**config.mk**
```make
export PLATFORM = sky130hd
export DESIGN_NAME = tone_and_am_avoid_regs
export DESIGN_NICKNAME = d
export VERILOG_FILES = /design/src/rtl/tone_and_am_avoid_regs.v
export VERILOG_INCLUDE_DIRS = /design/src /design/src/rtl
export SDC_FILE = /design/constraint.sdc
export NUM_CORES = 1
export LEC_CHECK = 0
export BUFFER_PORTS_ARGS = -buffer_cell sky130_fd_sc_hd__clkbuf_2
export CORE_MARGIN = 1.5
export CORE_UTILIZATION = 41
export CTS_BUF_LIST = sky130_fd_sc_hd__clkbuf_8
export DETAILED_ROUTE_END_ITERATION = 16
export HOLD_SLACK_MARGIN = 0.15
export PLACE_DENSITY = 0.6
export SLEW_MARGIN = 20
export SYNTH_ARGS = -nofsm -noshare
export SYNTH_HDL_FRONTEND = slang
export SYNTH_SLANG_ARGS = --single-unit
```
**constraint.sdc**
```tcl
create_clock -name CLK -period 2.67 [get_ports CLK]
set_input_delay 0.534 -clock CLK [delete_from_list [all_inputs] [get_ports CLK]]
set_output_delay 0.534 -clock CLK [all_outputs]
set_load 0.02 [all_outputs]
```
**src/rtl/tone_regs_consts.vh**
```
`ifndef TONE_REGS_CONSTS_VH
`define TONE_REGS_CONSTS_VH

// subaddresses of the register bank
`define SUB_BASS_GAIN_INDEX      8'hdb
`define SUB_TREBLE_CORNER_SELECT 8'hdc
`define SUB_TREBLE_GAIN_INDEX    8'hdd
`define SUB_AM_AVOIDANCE_MODE    8'hde

// reset values
`define RST_BASS_GAIN_INDEX      32'h12121212
`define RST_TREBLE_GAIN_INDEX    32'h12121212
`define RST_TREBLE_CORNER_SELECT 32'h00000000
`define RST_AM_AVOIDANCE_MODE    32'h00000000
`define RST_TREBLE_ACTIVE_SET    3'h1

// writable bits; reserved bits store nothing and read zero
`define MASK_TREBLE_CORNER_SELECT 32'h07070707
`define MASK_AM_AVOIDANCE_MODE    32'h011fffff

// gain index mapping
`define GAIN_INDEX_MAX  8'h24
`define GAIN_DB_TOP     6'h12
`define GAIN_DB_BOTTOM  6'h2e
`define GAIN_DB_ZERO    6'h00

// treble set codes
`define TREBLE_CODE_FIRST 3'h1
`define TREBLE_CODE_LAST  3'h5

// am mode field positions
`define AM_METHOD_BIT     24
`define AM_ENABLE_BIT     20
`define AM_SEQ_HI         19
`define AM_SEQ_LO         18
`define AM_IF_BIT         17
`define AM_BINARY_BIT     16
`define AM_BCD_THOUSANDS  12
`define AM_BIN_MSB        10

// serial port byte counting
`define BIT_COUNT_BYTE    4'h8
`define BYTES_PER_WORD_M1 2'h3

`endif

```
**src/rtl/tone_and_am_avoid_regs.v**
```verilog
`timescale 1ns/10ps
`default_nettype none
`include "tone_regs_consts.vh"

module tone_and_am_avoid_regs #(
  parameter [6:0] DEV_ADDR = 7'h2a  // arbitrary bus address
) (
  input  wire        CLK,
  input  wire        RSTN,
  input  wire        CE,
  input  wire        SCL_IN,
  input  wire        SDA_IN,
  output wire        SDA_OUT,
  output wire        SDA_OE,
  input  wire [3:0]  TONE_INLINE,
  output wire [31:0] BASS_GAIN_INDEX,
  output wire [31:0] TREBLE_GAIN_INDEX,
  output wire [23:0] BASS_GAIN_DB,
  output wire [23:0] TREBLE_GAIN_DB,
  output wire [11:0] TREBLE_SET,
  output wire        AM_ENABLE,
  output wire [1:0]  AM_SEQUENCE,
  output wire        AM_METHOD,
  output wire        AM_IF_SEL,
  output wire        AM_BINARY,
  output wire [15:0] AM_TUNED_FREQ
);

  // one-hot serial port states
  localparam [8:0] ST_IDLE = 9'h001;
  localparam [8:0] ST_ADDR = 9'h002;
  localparam [8:0] ST_AACK = 9'h004;
  localparam [8:0] ST_SUB  = 9'h008;
  localparam [8:0] ST_SACK = 9'h010;
  localparam [8:0] ST_WDAT = 9'h020;
  localparam [8:0] ST_WACK = 9'h040;
  localparam [8:0] ST_RDAT = 9'h080;
  localparam [8:0] ST_MACK = 9'h100;

  reg  [2:0]  scl_sync_reg;
  reg  [2:0]  sda_sync_reg;
  reg  [8:0]  state_reg;
  reg  [3:0]  bit_cnt_reg;
  reg  [7:0]  shift_reg;
  reg  [7:0]  sub_reg;
  reg  [1:0]  byte_idx_reg;
  reg  [23:0] wbuf_reg;
  reg  [31:0] rword_reg;
  reg         rw_reg;
  reg         nack_reg;
  reg         sda_oe_reg;
  reg         sda_out_reg;
  reg  [31:0] bass_reg;
  reg  [31:0] treble_reg;
  reg  [31:0] tsel_reg;
  reg  [31:0] am_reg;
  reg         am_en_reg;
  reg  [1:0]  am_seq_reg;
  reg         am_meth_reg;
  reg         am_if_reg;
  reg         am_bin_reg;
  reg  [15:0] am_freq_reg;

  wire        scl_s;
  wire        sda_s;
  wire        scl_rise;
  wire        scl_fall;
  wire        start_det;
  wire        stop_det;
  wire        byte_full;
  wire        wr_commit;
  wire [31:0] wr_data;
  reg  [31:0] rd_word;
  reg  [31:0] am_next;

  // second stage and its delayed copy feed the edge logic; first stage only feeds the second
  assign scl_s     = scl_sync_reg[1];
  assign sda_s     = sda_sync_reg[1];
  assign scl_rise  = scl_s & ~scl_sync_reg[2];
  assign scl_fall  = ~scl_s & scl_sync_reg[2];
  assign start_det = scl_s & scl_sync_reg[2] & sda_sync_reg[2] & ~sda_s;
  assign stop_det  = scl_s & scl_sync_reg[2] & ~sda_sync_reg[2] & sda_s;
  assign byte_full = (bit_cnt_reg == `BIT_COUNT_BYTE);
  // a word lands only when its fourth byte is complete
  assign wr_commit = CE & (state_reg == ST_WDAT) & scl_fall & byte_full &
                     (byte_idx_reg == `BYTES_PER_WORD_M1);
  assign wr_data   = {wbuf_reg, shift_reg};

  // pin synchronisers
  always @(posedge CLK) begin
    if (!RSTN) begin
      scl_sync_reg <= 3'h7;
      sda_sync_reg <= 3'h7;
    end else if (CE) begin
      scl_sync_reg <= {scl_sync_reg[1:0], SCL_IN};
      sda_sync_reg <= {sda_sync_reg[1:0], SDA_IN};
    end
  end

  // read mux; unmapped subaddresses read zero
  always @* begin
    case (sub_reg)
      `SUB_BASS_GAIN_INDEX:      rd_word = bass_reg;
      `SUB_TREBLE_CORNER_SELECT: rd_word = tsel_reg;
      `SUB_TREBLE_GAIN_INDEX:    rd_word = treble_reg;
      `SUB_AM_AVOIDANCE_MODE:    rd_word = am_reg;
      default:                   rd_word = 32'h00000000;
    endcase
  end

  // serial port: sample on scl rise, change sda on scl fall
  always @(posedge CLK) begin
    if (!RSTN) begin
      state_reg    <= ST_IDLE;
      bit_cnt_reg  <= 4'h0;
      shift_reg    <= 8'h00;
      sub_reg      <= 8'h00;
      byte_idx_reg <= 2'h0;
      wbuf_reg     <= 24'h000000;
      rword_reg    <= 32'h00000000;
      rw_reg       <= 1'b0;
      nack_reg     <= 1'b0;
      sda_oe_reg   <= 1'b0;
      sda_out_reg  <= 1'b0;
    end else if (CE) begin
      if (start_det) begin
        state_reg   <= ST_ADDR;
        bit_cnt_reg <= 4'h0;
        sda_oe_reg  <= 1'b0;
      end else if (stop_det) begin
        state_reg  <= ST_IDLE;
        sda_oe_reg <= 1'b0;
      end else begin
        case (state_reg)
          ST_IDLE: begin
            sda_oe_reg <= 1'b0;
          end
          ST_ADDR, ST_SUB, ST_WDAT: begin
            if (scl_rise && !byte_full) begin
              shift_reg   <= {shift_reg[6:0], sda_s};
              bit_cnt_reg <= bit_cnt_reg + 4'h1;
            end else if (scl_fall && byte_full) begin
              bit_cnt_reg <= 4'h0;
              sda_oe_reg  <= 1'b1;  // acknowledge low
              if (state_reg == ST_ADDR) begin
                if (shift_reg[7:1] == DEV_ADDR) begin
                  rw_reg       <= shift_reg[0];
                  byte_idx_reg <= 2'h0;
                  rword_reg    <= rd_word;
                  state_reg    <= ST_AACK;
                end else begin
                  // another device is addressed; stay quiet until the next start
                  sda_oe_reg <= 1'b0;
                  state_reg  <= ST_IDLE;
                end
              end else if (state_reg == ST_SUB) begin
                sub_reg      <= shift_reg;
                byte_idx_reg <= 2'h0;
                state_reg    <= ST_SACK;
              end else begin
                wbuf_reg     <= {wbuf_reg[15:0], shift_reg};
                byte_idx_reg <= byte_idx_reg + 2'h1;
                state_reg    <= ST_WACK;
              end
            end
          end
          ST_AACK, ST_SACK, ST_WACK: begin
            if (scl_fall) begin
              if (state_reg == ST_AACK && rw_reg) begin
                sda_oe_reg <= ~rword_reg[31];
                state_reg  <= ST_RDAT;
              end else begin
                sda_oe_reg <= 1'b0;
                state_reg  <= (state_reg == ST_AACK) ? ST_SUB : ST_WDAT;
              end
            end
          end
          ST_RDAT: begin
            if (scl_rise) begin
              bit_cnt_reg <= bit_cnt_reg + 4'h1;
            end else if (scl_fall) begin
              if (bit_cnt_reg == `BIT_COUNT_BYTE) begin
                bit_cnt_reg <= 4'h0;
                sda_oe_reg  <= 1'b0;  // release for the master's answer
                rword_reg   <= {rword_reg[23:0], 8'h00};
                state_reg   <= ST_MACK;
              end else begin
                sda_oe_reg <= ~rword_reg[4'h7 - bit_cnt_reg[2:0] + 5'h18];
              end
            end
          end
          ST_MACK: begin
            if (scl_rise) begin
              nack_reg <= sda_s;
            end else if (scl_fall) begin
              if (nack_reg) begin
                state_reg <= ST_IDLE;
              end else begin
                // words longer than four bytes read zero past the end
                sda_oe_reg <= ~rword_reg[31];
                state_reg  <= ST_RDAT;
              end
            end
          end
          default: begin
            state_reg  <= ST_IDLE;
            sda_oe_reg <= 1'b0;
          end
        endcase
      end
    end
  end

  // am word with reserved bits cleared, binary mode high bits forced low
  always @* begin
    am_next = wr_data & `MASK_AM_AVOIDANCE_MODE;
    if (am_next[`AM_BINARY_BIT]) begin
      am_next[15:11] = 5'h00;
    end else begin
      am_next[15:13] = 3'h0;
      am_next[3:0]   = 4'h0;
    end
  end

  // register bank writes; an out of range index is kept as written
  always @(posedge CLK) begin
    if (!RSTN) begin
      bass_reg   <= `RST_BASS_GAIN_INDEX;
      treble_reg <= `RST_TREBLE_GAIN_INDEX;
      tsel_reg   <= `RST_TREBLE_CORNER_SELECT;
      am_reg     <= `RST_AM_AVOIDANCE_MODE;
    end else if (wr_commit) begin
      case (sub_reg)
        `SUB_BASS_GAIN_INDEX:      bass_reg   <= wr_data;
        `SUB_TREBLE_GAIN_INDEX:    treble_reg <= wr_data;
        `SUB_TREBLE_CORNER_SELECT: tsel_reg   <= wr_data & `MASK_TREBLE_CORNER_SELECT;
        `SUB_AM_AVOIDANCE_MODE:    am_reg     <= am_next;
        default: begin
        end
      endcase
    end
  end

  // decoded am controls, registered for clean outputs
  always @(posedge CLK) begin
    if (!RSTN) begin
      am_en_reg   <= 1'b0;
      am_seq_reg  <= 2'h0;
      am_meth_reg <= 1'b0;
      am_if_reg   <= 1'b0;
      am_bin_reg  <= 1'b0;
      am_freq_reg <= 16'h0000;
    end else if (CE) begin
      am_en_reg   <= am_reg[`AM_ENABLE_BIT];
      am_seq_reg  <= am_reg[`AM_SEQ_HI:`AM_SEQ_LO];
      am_meth_reg <= am_reg[`AM_METHOD_BIT];
      am_if_reg   <= am_reg[`AM_IF_BIT];
      am_bin_reg  <= am_reg[`AM_BINARY_BIT];
      am_freq_reg <= am_reg[15:0];
    end
  end

  // per channel group: gain in signed dB and the live treble corner set
  genvar g;
  generate
    for (g = 0; g < 4; g = g + 1) begin : grp
      reg  [5:0] bass_db_reg;
      reg  [5:0] treble_db_reg;
      reg  [2:0] tset_reg;
      wire [7:0] bass_idx   = bass_reg[8*g+7:8*g];
      wire [7:0] treble_idx = treble_reg[8*g+7:8*g];
      wire [2:0] tcode      = wr_data[8*g+2:8*g];

      // 18 minus index; invalid indexes saturate at the bottom rather than wrap
      always @(posedge CLK) begin
        if (!RSTN) begin
          bass_db_reg   <= `GAIN_DB_ZERO;
          treble_db_reg <= `GAIN_DB_ZERO;
        end else if (CE) begin
          if (!TONE_INLINE[g]) begin
            bass_db_reg   <= `GAIN_DB_ZERO;
            treble_db_reg <= `GAIN_DB_ZERO;
          end else begin
            bass_db_reg   <= (bass_idx > `GAIN_INDEX_MAX) ? `GAIN_DB_BOTTOM :
                             (`GAIN_DB_TOP - bass_idx[5:0]);
            treble_db_reg <= (treble_idx > `GAIN_INDEX_MAX) ? `GAIN_DB_BOTTOM :
                             (`GAIN_DB_TOP - treble_idx[5:0]);
          end
        end
      end

      // zero and illegal codes leave the active set alone
      always @(posedge CLK) begin
        if (!RSTN) begin
          tset_reg <= `RST_TREBLE_ACTIVE_SET;
        end else if (wr_commit && sub_reg == `SUB_TREBLE_CORNER_SELECT &&
                     tcode >= `TREBLE_CODE_FIRST && tcode <= `TREBLE_CODE_LAST) begin
          tset_reg <= tcode;
        end
      end

      assign BASS_GAIN_DB[6*g+5:6*g]   = bass_db_reg;
      assign TREBLE_GAIN_DB[6*g+5:6*g] = treble_db_reg;
      assign TREBLE_SET[3*g+2:3*g]     = tset_reg;
    end
  endgenerate

  assign SDA_OUT           = sda_out_reg;
  assign SDA_OE            = sda_oe_reg;
  assign BASS_GAIN_INDEX   = bass_reg;
  assign TREBLE_GAIN_INDEX = treble_reg;
  assign AM_ENABLE         = am_en_reg;
  assign AM_SEQUENCE       = am_seq_reg;
  assign AM_METHOD         = am_meth_reg;
  assign AM_IF_SEL         = am_if_reg;
  assign AM_BINARY         = am_bin_reg;
  assign AM_TUNED_FREQ     = am_freq_reg;

endmodule // tone_and_am_avoid_regs

`default_nettype wire

```
==> results.toml, run 1 <==
[worst_setup_path]
r2r_start = "bit_cnt_reg[0]"
cp-start-kind = "flop"
rr_worst_depth = 10
worstSetupEndpointType = "flop"
max_stage_delay_ns = 0.37
worstSetupPathType = "flop to flop"
crit_arrival_ns = 2.70
path_max_fanout = 23
cp_cell_sequence = "inv_1 -> ha_1 -> nand3b_1 -> nor3_1 -> buf_4 -> and2_0 -> nand2_1 -> buf_4 -> nand2_1 -> nand3_1"
r2r_end = "TREBLE_GAIN_INDEX[20]"
crit_slowest_cell = "dfxtp_1"
rrSetupSlack_ns = 0.39
critPathRequiredTime_ns = 3.09

[timing]
setup_viol = 0
setup_slack_ns = 0.394
clock_skew_ns = 0.0245
rsz0062_at_grt = "no"
report.final.slew_viol_count = 0
fin_crit_ns = 2.28
final_hold_viol_count = 0
tns_ns = 0
period_share = 0.853
max-slew-margin-rel = 0.467
fmax_mhz = 439
tightest_slew_ns = 0.800

[floorplan]
ios = 157
core_region_area_mm2 = 0.0314
die_area_mm2 = 0.0329
row_count = 65
die_w_um = 181
die_h_um = 181
initial_utilization = 0.415

[grt]
grt_max_degree = 152
grt_usage = 0.237
antenna_found_initial = 0
grt_overflow_total = 0
grt_pass1_wl_mm = 62.2
first_global_vias = 10700

[synthesis]
ys_ff_latch = 270
ys.flop_type = "dfxtp_1"
synth_area_mm2 = 0.0130
ys_async_sr_fraction = 0
yosys_warnings = 0
synth_area_leaders = "dfxtp_1 (41%), nand2_1 (9.6%), a21boi_0 (8.7%)"
avgSynthCellArea_um2 = 8.33
synthDistinctLibCells = 67
synth.top_cell.area_share = 0.414
synth_top_area_cell = "dfxtp_1"
synth_edf_count = 0
synth-seq-area-share = 0.414
synthesis.instances = 1566

[detailed_routing]
num_vias = 11400
routed_via_density = 5.35
ant_nets = 0
first_pass_iters = 5
drc = 0
initialDrtViolationCount = 796
wl_per_cell_um = 18.4
routed_wl_mm = 39.1

[clock_tree]
path_clk_slew_ns = 0.06
hold_buffers = 0
cts_max_path_buffers = 3
cts_tree = "built"
numCtsBuffers = 47
root_buffer = "clkbuf_8"
htree_levels = 2
worstSkewPairLatency_ns = 0.57
clkSinkCount = 270

[place]
port_buffers = 152
gp_congestion = 0.860
post-place-ws_ns = 0.309
placed_cell_area_mm2 = 0.0142
dp_hpwl_mm = 26.7

[power_and_ir_drop]
p_leak_nw = 5.88
p_per_area_mw_per_mm2 = 545
irDropWorstVdd_mv = 0.305

[layout]
fin_area_mm2 = 0.0152
syn_to_final_growth_pct = 16.5
diodes = 0
final_nets = 1717
fin_util = 0.484
seq_area_mm2 = 0.00541
nFillCells = 3090
drive_gt1_frac = 0.169
multi_input_area_mm2 = 0.00693

[job]
drv_cap = 0

[status]
outcome = "complete, no violations"

[hold_path]
min_from = "SCL_IN"
min_path_type = "input pin to flop"
hold_path_end = "scl_sync_reg[0]"
min_path_cells = 3
[kinds of logic after synthesis]
logic type	count (synthesis)	synth area share
and+or+nand+nor	661	0.246
xor gates and xnor gates	34	0.0228
adders and majority gates	22	0.0211
buffers and inverters	170	0.0564
AOI/OAI and AO/OA	360	0.200
DFF	270	0.414
other	1	0.000288
muxes	48	0.0391
[cell type report]
type,count,area share
Timing Repair Buffer,194,0.0780
Clock buffer,64,0.0580
Inverter,44,0.0109
Multi-Input combinational cell,1129,0.456
Clock inverter,22,0.00815
Tap cell,402,0.0331
Sequential cell,270,0.356
[layout by cell type, fill, tap and decap left out, drive strengths merged, types with 23 or more instances in the layout]
master	instances
a21boi	162
a22oi	23
buf	44
clkbuf	214
dfxtp	270
inv	59
mux2i	45
nand2	332
nand2b	40
nand3	65
nor2	57
nor2b	67
o21ai	41
[through the flow]
| step | instances | power (W) | hold slack (ns) |
|---|---|---|---|
| final | 2125 | 0.00828 | 0.204 |
| after global routing | 2125 | 0.00858 | 0.201 |
| after CTS | 2125 | 0.00838 | 0.173 |
| after detailed placement | 2039 | 0.00438 | 0.455 |
| after global placement | 2039 | 0.00438 | 0.442 |
| after floorplan | 1569 | 0.00433 | 0.434 |
[synthesized netlist by cell type (23+ instances only)]
cell type and n:
nand2b_1 40, nor2_1 57, a21boi_0 151, dfxtp_1 270, nand3_1 65, mux2i_1 45, buf_2 30, nor2b_1 67
inv_1 44, a22oi_1 23, nand2_1 332, o21ai_0 40, clkbuf_1 82
[worst max-delay path, delay by kind of cell, from the launching register on]
| kind | cells | cell delay, ns |
|---|---|---|
| AND/OR/NAND/NOR | 6 | 1.06 |
| adder cells (fa/ha/maj) | 1 | 0.16 |
| buffers and inverters | 3 | 0.56 |
| flip-flops | 1 | 0.37 |
[routing by layer]
metal  part of all wire  wire (um)  GRT usage  up-vias
met1               0.48      18700      0.337     5400
met5                  0          0          0        -
met4              0.020        777     0.0610        0
met3              0.050       1960     0.0337       57
li1                   -          -          -     5595
met2               0.45      17700      0.376      312
[report_power, final]
group	internal, W	leakage [nW]	switching (W)
sequential	0.00404	2.18	0.00000946
combinational	0.0000988	3.13	0.000141
clock	0.00223	0.578	0.00176
[worst max-delay path by stage]
stage	startpoint	end	slack, ns	depth (start not counted)
final	bit_cnt_reg[0]	TREBLE_GAIN_INDEX[20]	0.39	10
after global routing	bit_cnt_reg[0]	grp[3].tset_reg[2]	0.1	9
after CTS	bit_cnt_reg[0]	tsel_reg[17]	0.29	9
after detailed placement	bit_cnt_reg[0]	tsel_reg[17]	0.31	9
after global placement	bit_cnt_reg[0]	tsel_reg[9]	0.39	9
after floorplan	bit_cnt_reg[0]	state_reg[0]	0.56	9
[what timing repair did]
item	in CTS	in global routing
setup buffers	0	0
setup endpoints to repair	0	1
resized for setup	0	1
(Power assumes the default switching activity.)
==> run 2, diff against run 1 <==
--- a/config.mk
+++ b/config.mk
@@ -8,11 +8,11 @@
 export LEC_CHECK = 0
 export BUFFER_PORTS_ARGS = -buffer_cell sky130_fd_sc_hd__clkbuf_2
 export CORE_MARGIN = 1.5
-export CORE_UTILIZATION = 41
+export CORE_UTILIZATION = 40
 export CTS_BUF_LIST = sky130_fd_sc_hd__clkbuf_8
 export DETAILED_ROUTE_END_ITERATION = 16
 export HOLD_SLACK_MARGIN = 0.15
-export PLACE_DENSITY = 0.6
+export PLACE_DENSITY = 0.58
 export SLEW_MARGIN = 20
 export SYNTH_ARGS = -nofsm -noshare
 export SYNTH_HDL_FRONTEND = slang
==> run 2 against run 1 <==
  * Worst setup slack got worse by 0.12 ns
  * Critical path type unchanged
  * Clock-buffer cell count decreased by 2
  * Routed wire length is 0.72% higher
  * Combinational power is essentially flat
  * Critical endpoint is now grp[3].tset_reg[2]
  * Flip-flop and latch count is the same
  * First-iteration DRC count is 13% higher
==> results.toml, run 2 (same netlist as run 1, synthesis figures left out) <==
[timing]
tightest_slew_ns = 0.812
report.final.slew_viol_count = 0
fmax_mhz = 417
setup_viol = 0
final_hold_viol_count = 0
clock_skew_ns = 0.0202
tns_ns = 0
fin_crit_ns = 2.40
max-slew-margin-rel = 0.458
period_share = 0.899
setup_slack_ns = 0.270
rsz0062_at_grt = "no"

[clock_tree]
numCtsBuffers = 47
root_buffer = "clkbuf_8"
postCtsSetupBuffers = 0
worstSkewPairLatency_ns = 0.57
cts_tree = "built"
clkSinkCount = 270
htree_levels = 2
hold_buffers = 0
cts_resized = 0
cts_max_path_buffers = 3
path_clk_slew_ns = 0.06

[detailed_routing]
drc = 0
ant_nets = 0
wl_per_cell_um = 18.3
routed_wl_mm = 39.4
routed_via_density = 5.34
initialDrtViolationCount = 899
first_pass_iters = 5
num_vias = 11500

[place]
dp_hpwl_mm = 26.7
port_buffers = 152
gp_congestion = 0.888
post-place-ws_ns = 0.370

[floorplan]
ios = 157
die_w_um = 184
die_h_um = 184
core_region_area_mm2 = 0.0318
initial_utilization = 0.410
die_area_mm2 = 0.0337
row_count = 65

[worst_setup_path]
crit_arrival_ns = 2.88
critPathRequiredTime_ns = 3.15
cp_cell_sequence = "inv_1 -> ha_1 -> nand3b_1 -> nor3_1 -> buf_4 -> and4b_1 -> buf_4 -> nand2_1 -> a21o_1 -> a21boi_0"
crit_slowest_cell = "dfxtp_1"
crit_path_frequent_cell = "buf_4"
worst-path-buf-inv = 3
cp_top_family = "simple AND/OR/NAND/NOR gates"
worstSetupPathType = "flop to flop"
cp-start-kind = "flop"
path_max_fanout = 13
max_stage_delay_ns = 0.36
worstSetupEndpointType = "flop"

[power_and_ir_drop]
p_leak_nw = 5.83
irDropWorstVdd_mv = 0.319
p_per_area_mw_per_mm2 = 530

[job]
drv_cap = 0

[grt]
grt_max_degree = 130
antenna_found_initial = 3
grt_pass1_wl_mm = 61.0
grt_overflow_total = 0
first_global_vias = 10700
grt_usage = 0.231

[status]
outcome = "complete, no violations"

[layout]
drive_gt1_frac = 0.164
final_cell_mix = "nand2_1 (332), dfxtp_1 (270), a21boi_0 (151)"
final_nets = 1715
fin_util = 0.476
syn_to_final_growth_pct = 16.1
mostFrequentLayoutCell = "nand2_1"

[hold_path]
min_path_type = "input pin to flop"
[run 2: cell count changes in the layout (fill, tap and decap cells not counted), sizes merged]
cell / delta
diode: +1
clkinv: -5
clkbuf: -2
buf: -2
bufinv: -1
[run 2: path summary, 6_finish.rpt]
kind / start / endpoint / slack, ns / depth (start not counted)
max: bit_cnt_reg[0] / grp[3].tset_reg[2] / 0.27 / 10
min: SCL_IN / scl_sync_reg[0] / 0.18 / 3
max reg2reg: bit_cnt_reg[0] / grp[3].tset_reg[2] / 0.27 / 10
min reg2reg: tsel_reg[8] / tsel_reg[8] / 0.46 / 2
[run 2: layer usage]
layer | vias to the layer above | track usage | part of all wire
li1 | 5580 | - | -
met1 | 5486 | 0.318 | 0.46
met2 | 327 | 0.364 | 0.45
met3 | 71 | 0.0416 | 0.062
met4 | 4 | 0.0777 | 0.026
met5 | - | 0 | 0.00066
[run 2: final cells by class]
cell class              count  area (um2)
diodes                      1        2.50
repair buffers            192        1170
clock buffers              62         853
inverters                  44         165
flip-flops and latches    270        5410
multi-input cells        1129        6930
clock inverters            16        68.8
fillers                  3187       16700
well taps                 435         544
[run 2: power by group]
group / total, W / switching (W) / leakage [nW] / internal [W]
combinational: 0.000239 / 0.000141 / 3.13 / 0.0000984
sequential: 0.00405 / 0.00000912 / 2.18 / 0.00404
clock: 0.00374 / 0.00169 / 0.530 / 0.00205
total: 0.00803 / 0.00184 / 5.83 / 0.00619
[run 2: worst min-delay path: stages]
cell and delay [ns]:
clkbuf_2 0.07, mux2i_1 0.05, nand2_1 0.05
[run 2: per-stage QoR]
step / hold WS [ns] / instance area (um2) / cells / total power [W]
finish: 0.183 / 15100 / 2149 / 0.00803
global route: 0.192 / 15100 / 2148 / 0.00830
CTS: 0.162 / 15100 / 2148 / 0.00810
detailed placement: 0.455 / 14200 / 2070 / 0.00438
global placement: 0.448 / 14200 / 2070 / 0.00438
floorplan: 0.434 / 13100 / 1569 / 0.00433
==> run 3, diff against run 2 <==
--- a/config.mk
+++ b/config.mk
@@ -6,13 +6,15 @@
 export SDC_FILE = /design/constraint.sdc
 export NUM_CORES = 1
 export LEC_CHECK = 0
+export ABC_AREA = 1
 export BUFFER_PORTS_ARGS = -buffer_cell sky130_fd_sc_hd__clkbuf_2
 export CORE_MARGIN = 1.5
-export CORE_UTILIZATION = 40
+export CORE_UTILIZATION = 60
 export CTS_BUF_LIST = sky130_fd_sc_hd__clkbuf_8
 export DETAILED_ROUTE_END_ITERATION = 16
 export HOLD_SLACK_MARGIN = 0.15
-export PLACE_DENSITY = 0.58
+export PLACE_DENSITY = 0.82
+export REMOVE_ABC_BUFFERS = 1
 export SLEW_MARGIN = 20
 export SYNTH_ARGS = -nofsm -noshare
 export SYNTH_HDL_FRONTEND = slang
==> run 3 against run 2 <==
  * Sequential power is 4% higher
  * Utilization increased by 23 points
  * Cell area shrank 7.8%
  * Synthesized cell count rose by 5.0%
  * Flip-flop and latch count did not move
  * Hold slack improved by 0.011 ns
  * Clock skew rose by 0.0059 ns
==> results.toml, run 3 <==
[status]
outcome = "complete, no violations"

[worst_setup_path]
crit_arrival_ns = 2.77
crit_slowest_cell = "dfxtp_1"
path_max_fanout = 15
worstSetupPathType = "flop to flop"
cp_cell_sequence = "inv_1 -> ha_1 -> nand3_2 -> nor2_2 -> nand2_1 -> nor2_1 -> nand2_2 -> nor2_4 -> o211ai_1 -> nand3_1 -> nand3_1"
critPathRequiredTime_ns = 3.08
worstSetupEndpointType = "flop"
worst-path-buf-inv = 1
cp_top_family = "simple AND/OR/NAND/NOR gates"
max_stage_delay_ns = 0.38
crit_path_frequent_cell = "nand3_1"
cp-start-kind = "flop"

[floorplan]
initial_utilization = 0.619
die_h_um = 145
die_area_mm2 = 0.0212
row_count = 51
die_w_um = 145
ios = 157
core_region_area_mm2 = 0.0197

[clock_tree]
root_buffer = "clkbuf_8"
worstSkewPairLatency_ns = 0.57
htree_levels = 2
cts_tree = "built"
clkSinkCount = 270
path_clk_slew_ns = 0.06
cts_resized = 0
numCtsBuffers = 44
hold_buffers = 0
postCtsSetupBuffers = 0
cts_max_path_buffers = 3

[timing]
report.final.slew_viol_count = 0
setup_slack_ns = 0.307
fin_crit_ns = 2.36
final_hold_viol_count = 0
period_share = 0.885
clock_skew_ns = 0.0261
rsz0062_at_grt = "no"
fmax_mhz = 423
setup_viol = 0
max-slew-margin-rel = 0.465
tightest_slew_ns = 0.801

[detailed_routing]
ant_nets = 0
wl_per_cell_um = 16.2
first_pass_iters = 5
drc = 0
routed_via_density = 5.69
initialDrtViolationCount = 1076
num_vias = 11800
routed_wl_mm = 33.5

[synthesis]
synth_compound_area_frac = 0.223
synth_area_leaders = "dfxtp_1 (44%), nand2_1 (9.0%), a21oi_1 (8.4%)"
yosys-top-cells-count = "nand2_1 (293), dfxtp_1 (270), a21oi_1 (204)"
synth_area_mm2 = 0.0122
ys_async_sr_fraction = 0
synth_top_family_by_area = "compound AO/OA/AOI/OAI gates"
synth_edf_count = 0
ys_ff_latch = 270
synth_adder_area_share = 0.0226
synth_mux_area_frac = 0
synthDistinctLibCells = 43
synth_top_area_cell = "dfxtp_1"
yosys_warnings = 0
synth.top_cell.area_share = 0.444
avgSynthCellArea_um2 = 7.40
synth_xor_area_frac = 0.0180
synthSimpleGateAreaFrac = 0.200
synth-seq-area-share = 0.444
synthesis.instances = 1645
ys.flop_type = "dfxtp_1"
synth.most_common_cell = "nand2_1"

[layout]
final_cell_mix = "nand2_1 (293), dfxtp_1 (270), a21oi_1 (204)"
fin_area_mm2 = 0.0140
final_nets = 1807
seq_area_mm2 = 0.00541
nFillCells = 1663
multi_input_area_mm2 = 0.00566
syn_to_final_growth_pct = 14.7
drive_gt1_frac = 0.166
mostFrequentLayoutCell = "nand2_1"
diodes = 0

[place]
post-place-ws_ns = 0.385
port_buffers = 152
dp_hpwl_mm = 23.0
gp_congestion = 0.897
placed_cell_area_mm2 = 0.0131

[grt]
first_global_vias = 11000
grt_max_degree = 161
grt_overflow_total = 0
grt_pass1_wl_mm = 54.2
antenna_found_initial = 0
grt_usage = 0.309

[power_and_ir_drop]
p_per_area_mw_per_mm2 = 634
p_total_w = 0.00885
p_leak_nw = 6.06
irDropWorstVdd_mv = 0.483

[job]
drv_cap = 0

[hold_path]
min_path_type = "input pin to flop"
[run 3: layout make-up]
class | count | area share
Timing Repair Buffer | 177 | 0.0726
Clock inverter | 23 | 0.00815
Inverter | 178 | 0.0478
Multi-Input combinational cell | 1105 | 0.405
Tap cell | 265 | 0.0237
Sequential cell | 270 | 0.387
Clock buffer | 56 | 0.0552
[run 3: through the flow]
stage / hold WS (ns) / util / setup TNS (ns) / instances
detailed placement: 0.446 / 0.666 / 0 / 1995
global placement: 0.440 / 0.666 / 0 / 1995
CTS: 0.176 / 0.711 / 0 / 2074
finish: 0.194 / 0.711 / 0 / 2074
global route: 0.228 / 0.711 / 0 / 2074
floorplan: 0.429 / - / -19.79 / 1553
[run 3: tightest hold or removal path, stage by stage]
cell,delay (ns)
clkbuf_2,0.07
nand2_1,0.04
nand3_1,0.06
[run 3: cell families after synthesis]
group	after synthesis
AO/OA/AOI/OAI	493
XOR/XNOR	25
flip-flops	270
AND/OR/NAND/NOR	561
other	1
adder cells (fa/ha/maj)	22
buffers and inverters	273
[run 3: path summary, 6_finish.rpt]
path,endpoint,slack [ns],start,depth (start not counted)
worst max-delay path,grp[0].tset_reg[0],0.31,bit_cnt_reg[0],11
worst min-delay path,scl_sync_reg[0],0.19,SCL_IN,3
worst max register to register,grp[0].tset_reg[0],0.31,bit_cnt_reg[0],11
worst min register to register,tsel_reg[9],0.46,tsel_reg[9],2
[run 3: layer usage]
| layer | part of all wire | wire length [um] | global-route usage |
|---|---|---|---|
| met1 | 0.43 | 14300 | 0.398 |
| met2 | 0.47 | 15700 | 0.519 |
| met3 | 0.077 | 2590 | 0.0527 |
| met4 | 0.027 | 906 | 0.113 |
| met5 | 0 | 0 | 0 |
[run 3: report_power, final]
part	switching (W)	internal [W]	total (W)	leakage [nW]
logic	0.000750	0.000330	0.00108	3.37
clock network	0.00164	0.00189	0.00353	0.507
registers	0.0000946	0.00414	0.00423	2.18
total	0.00249	0.00636	0.00885	6.06
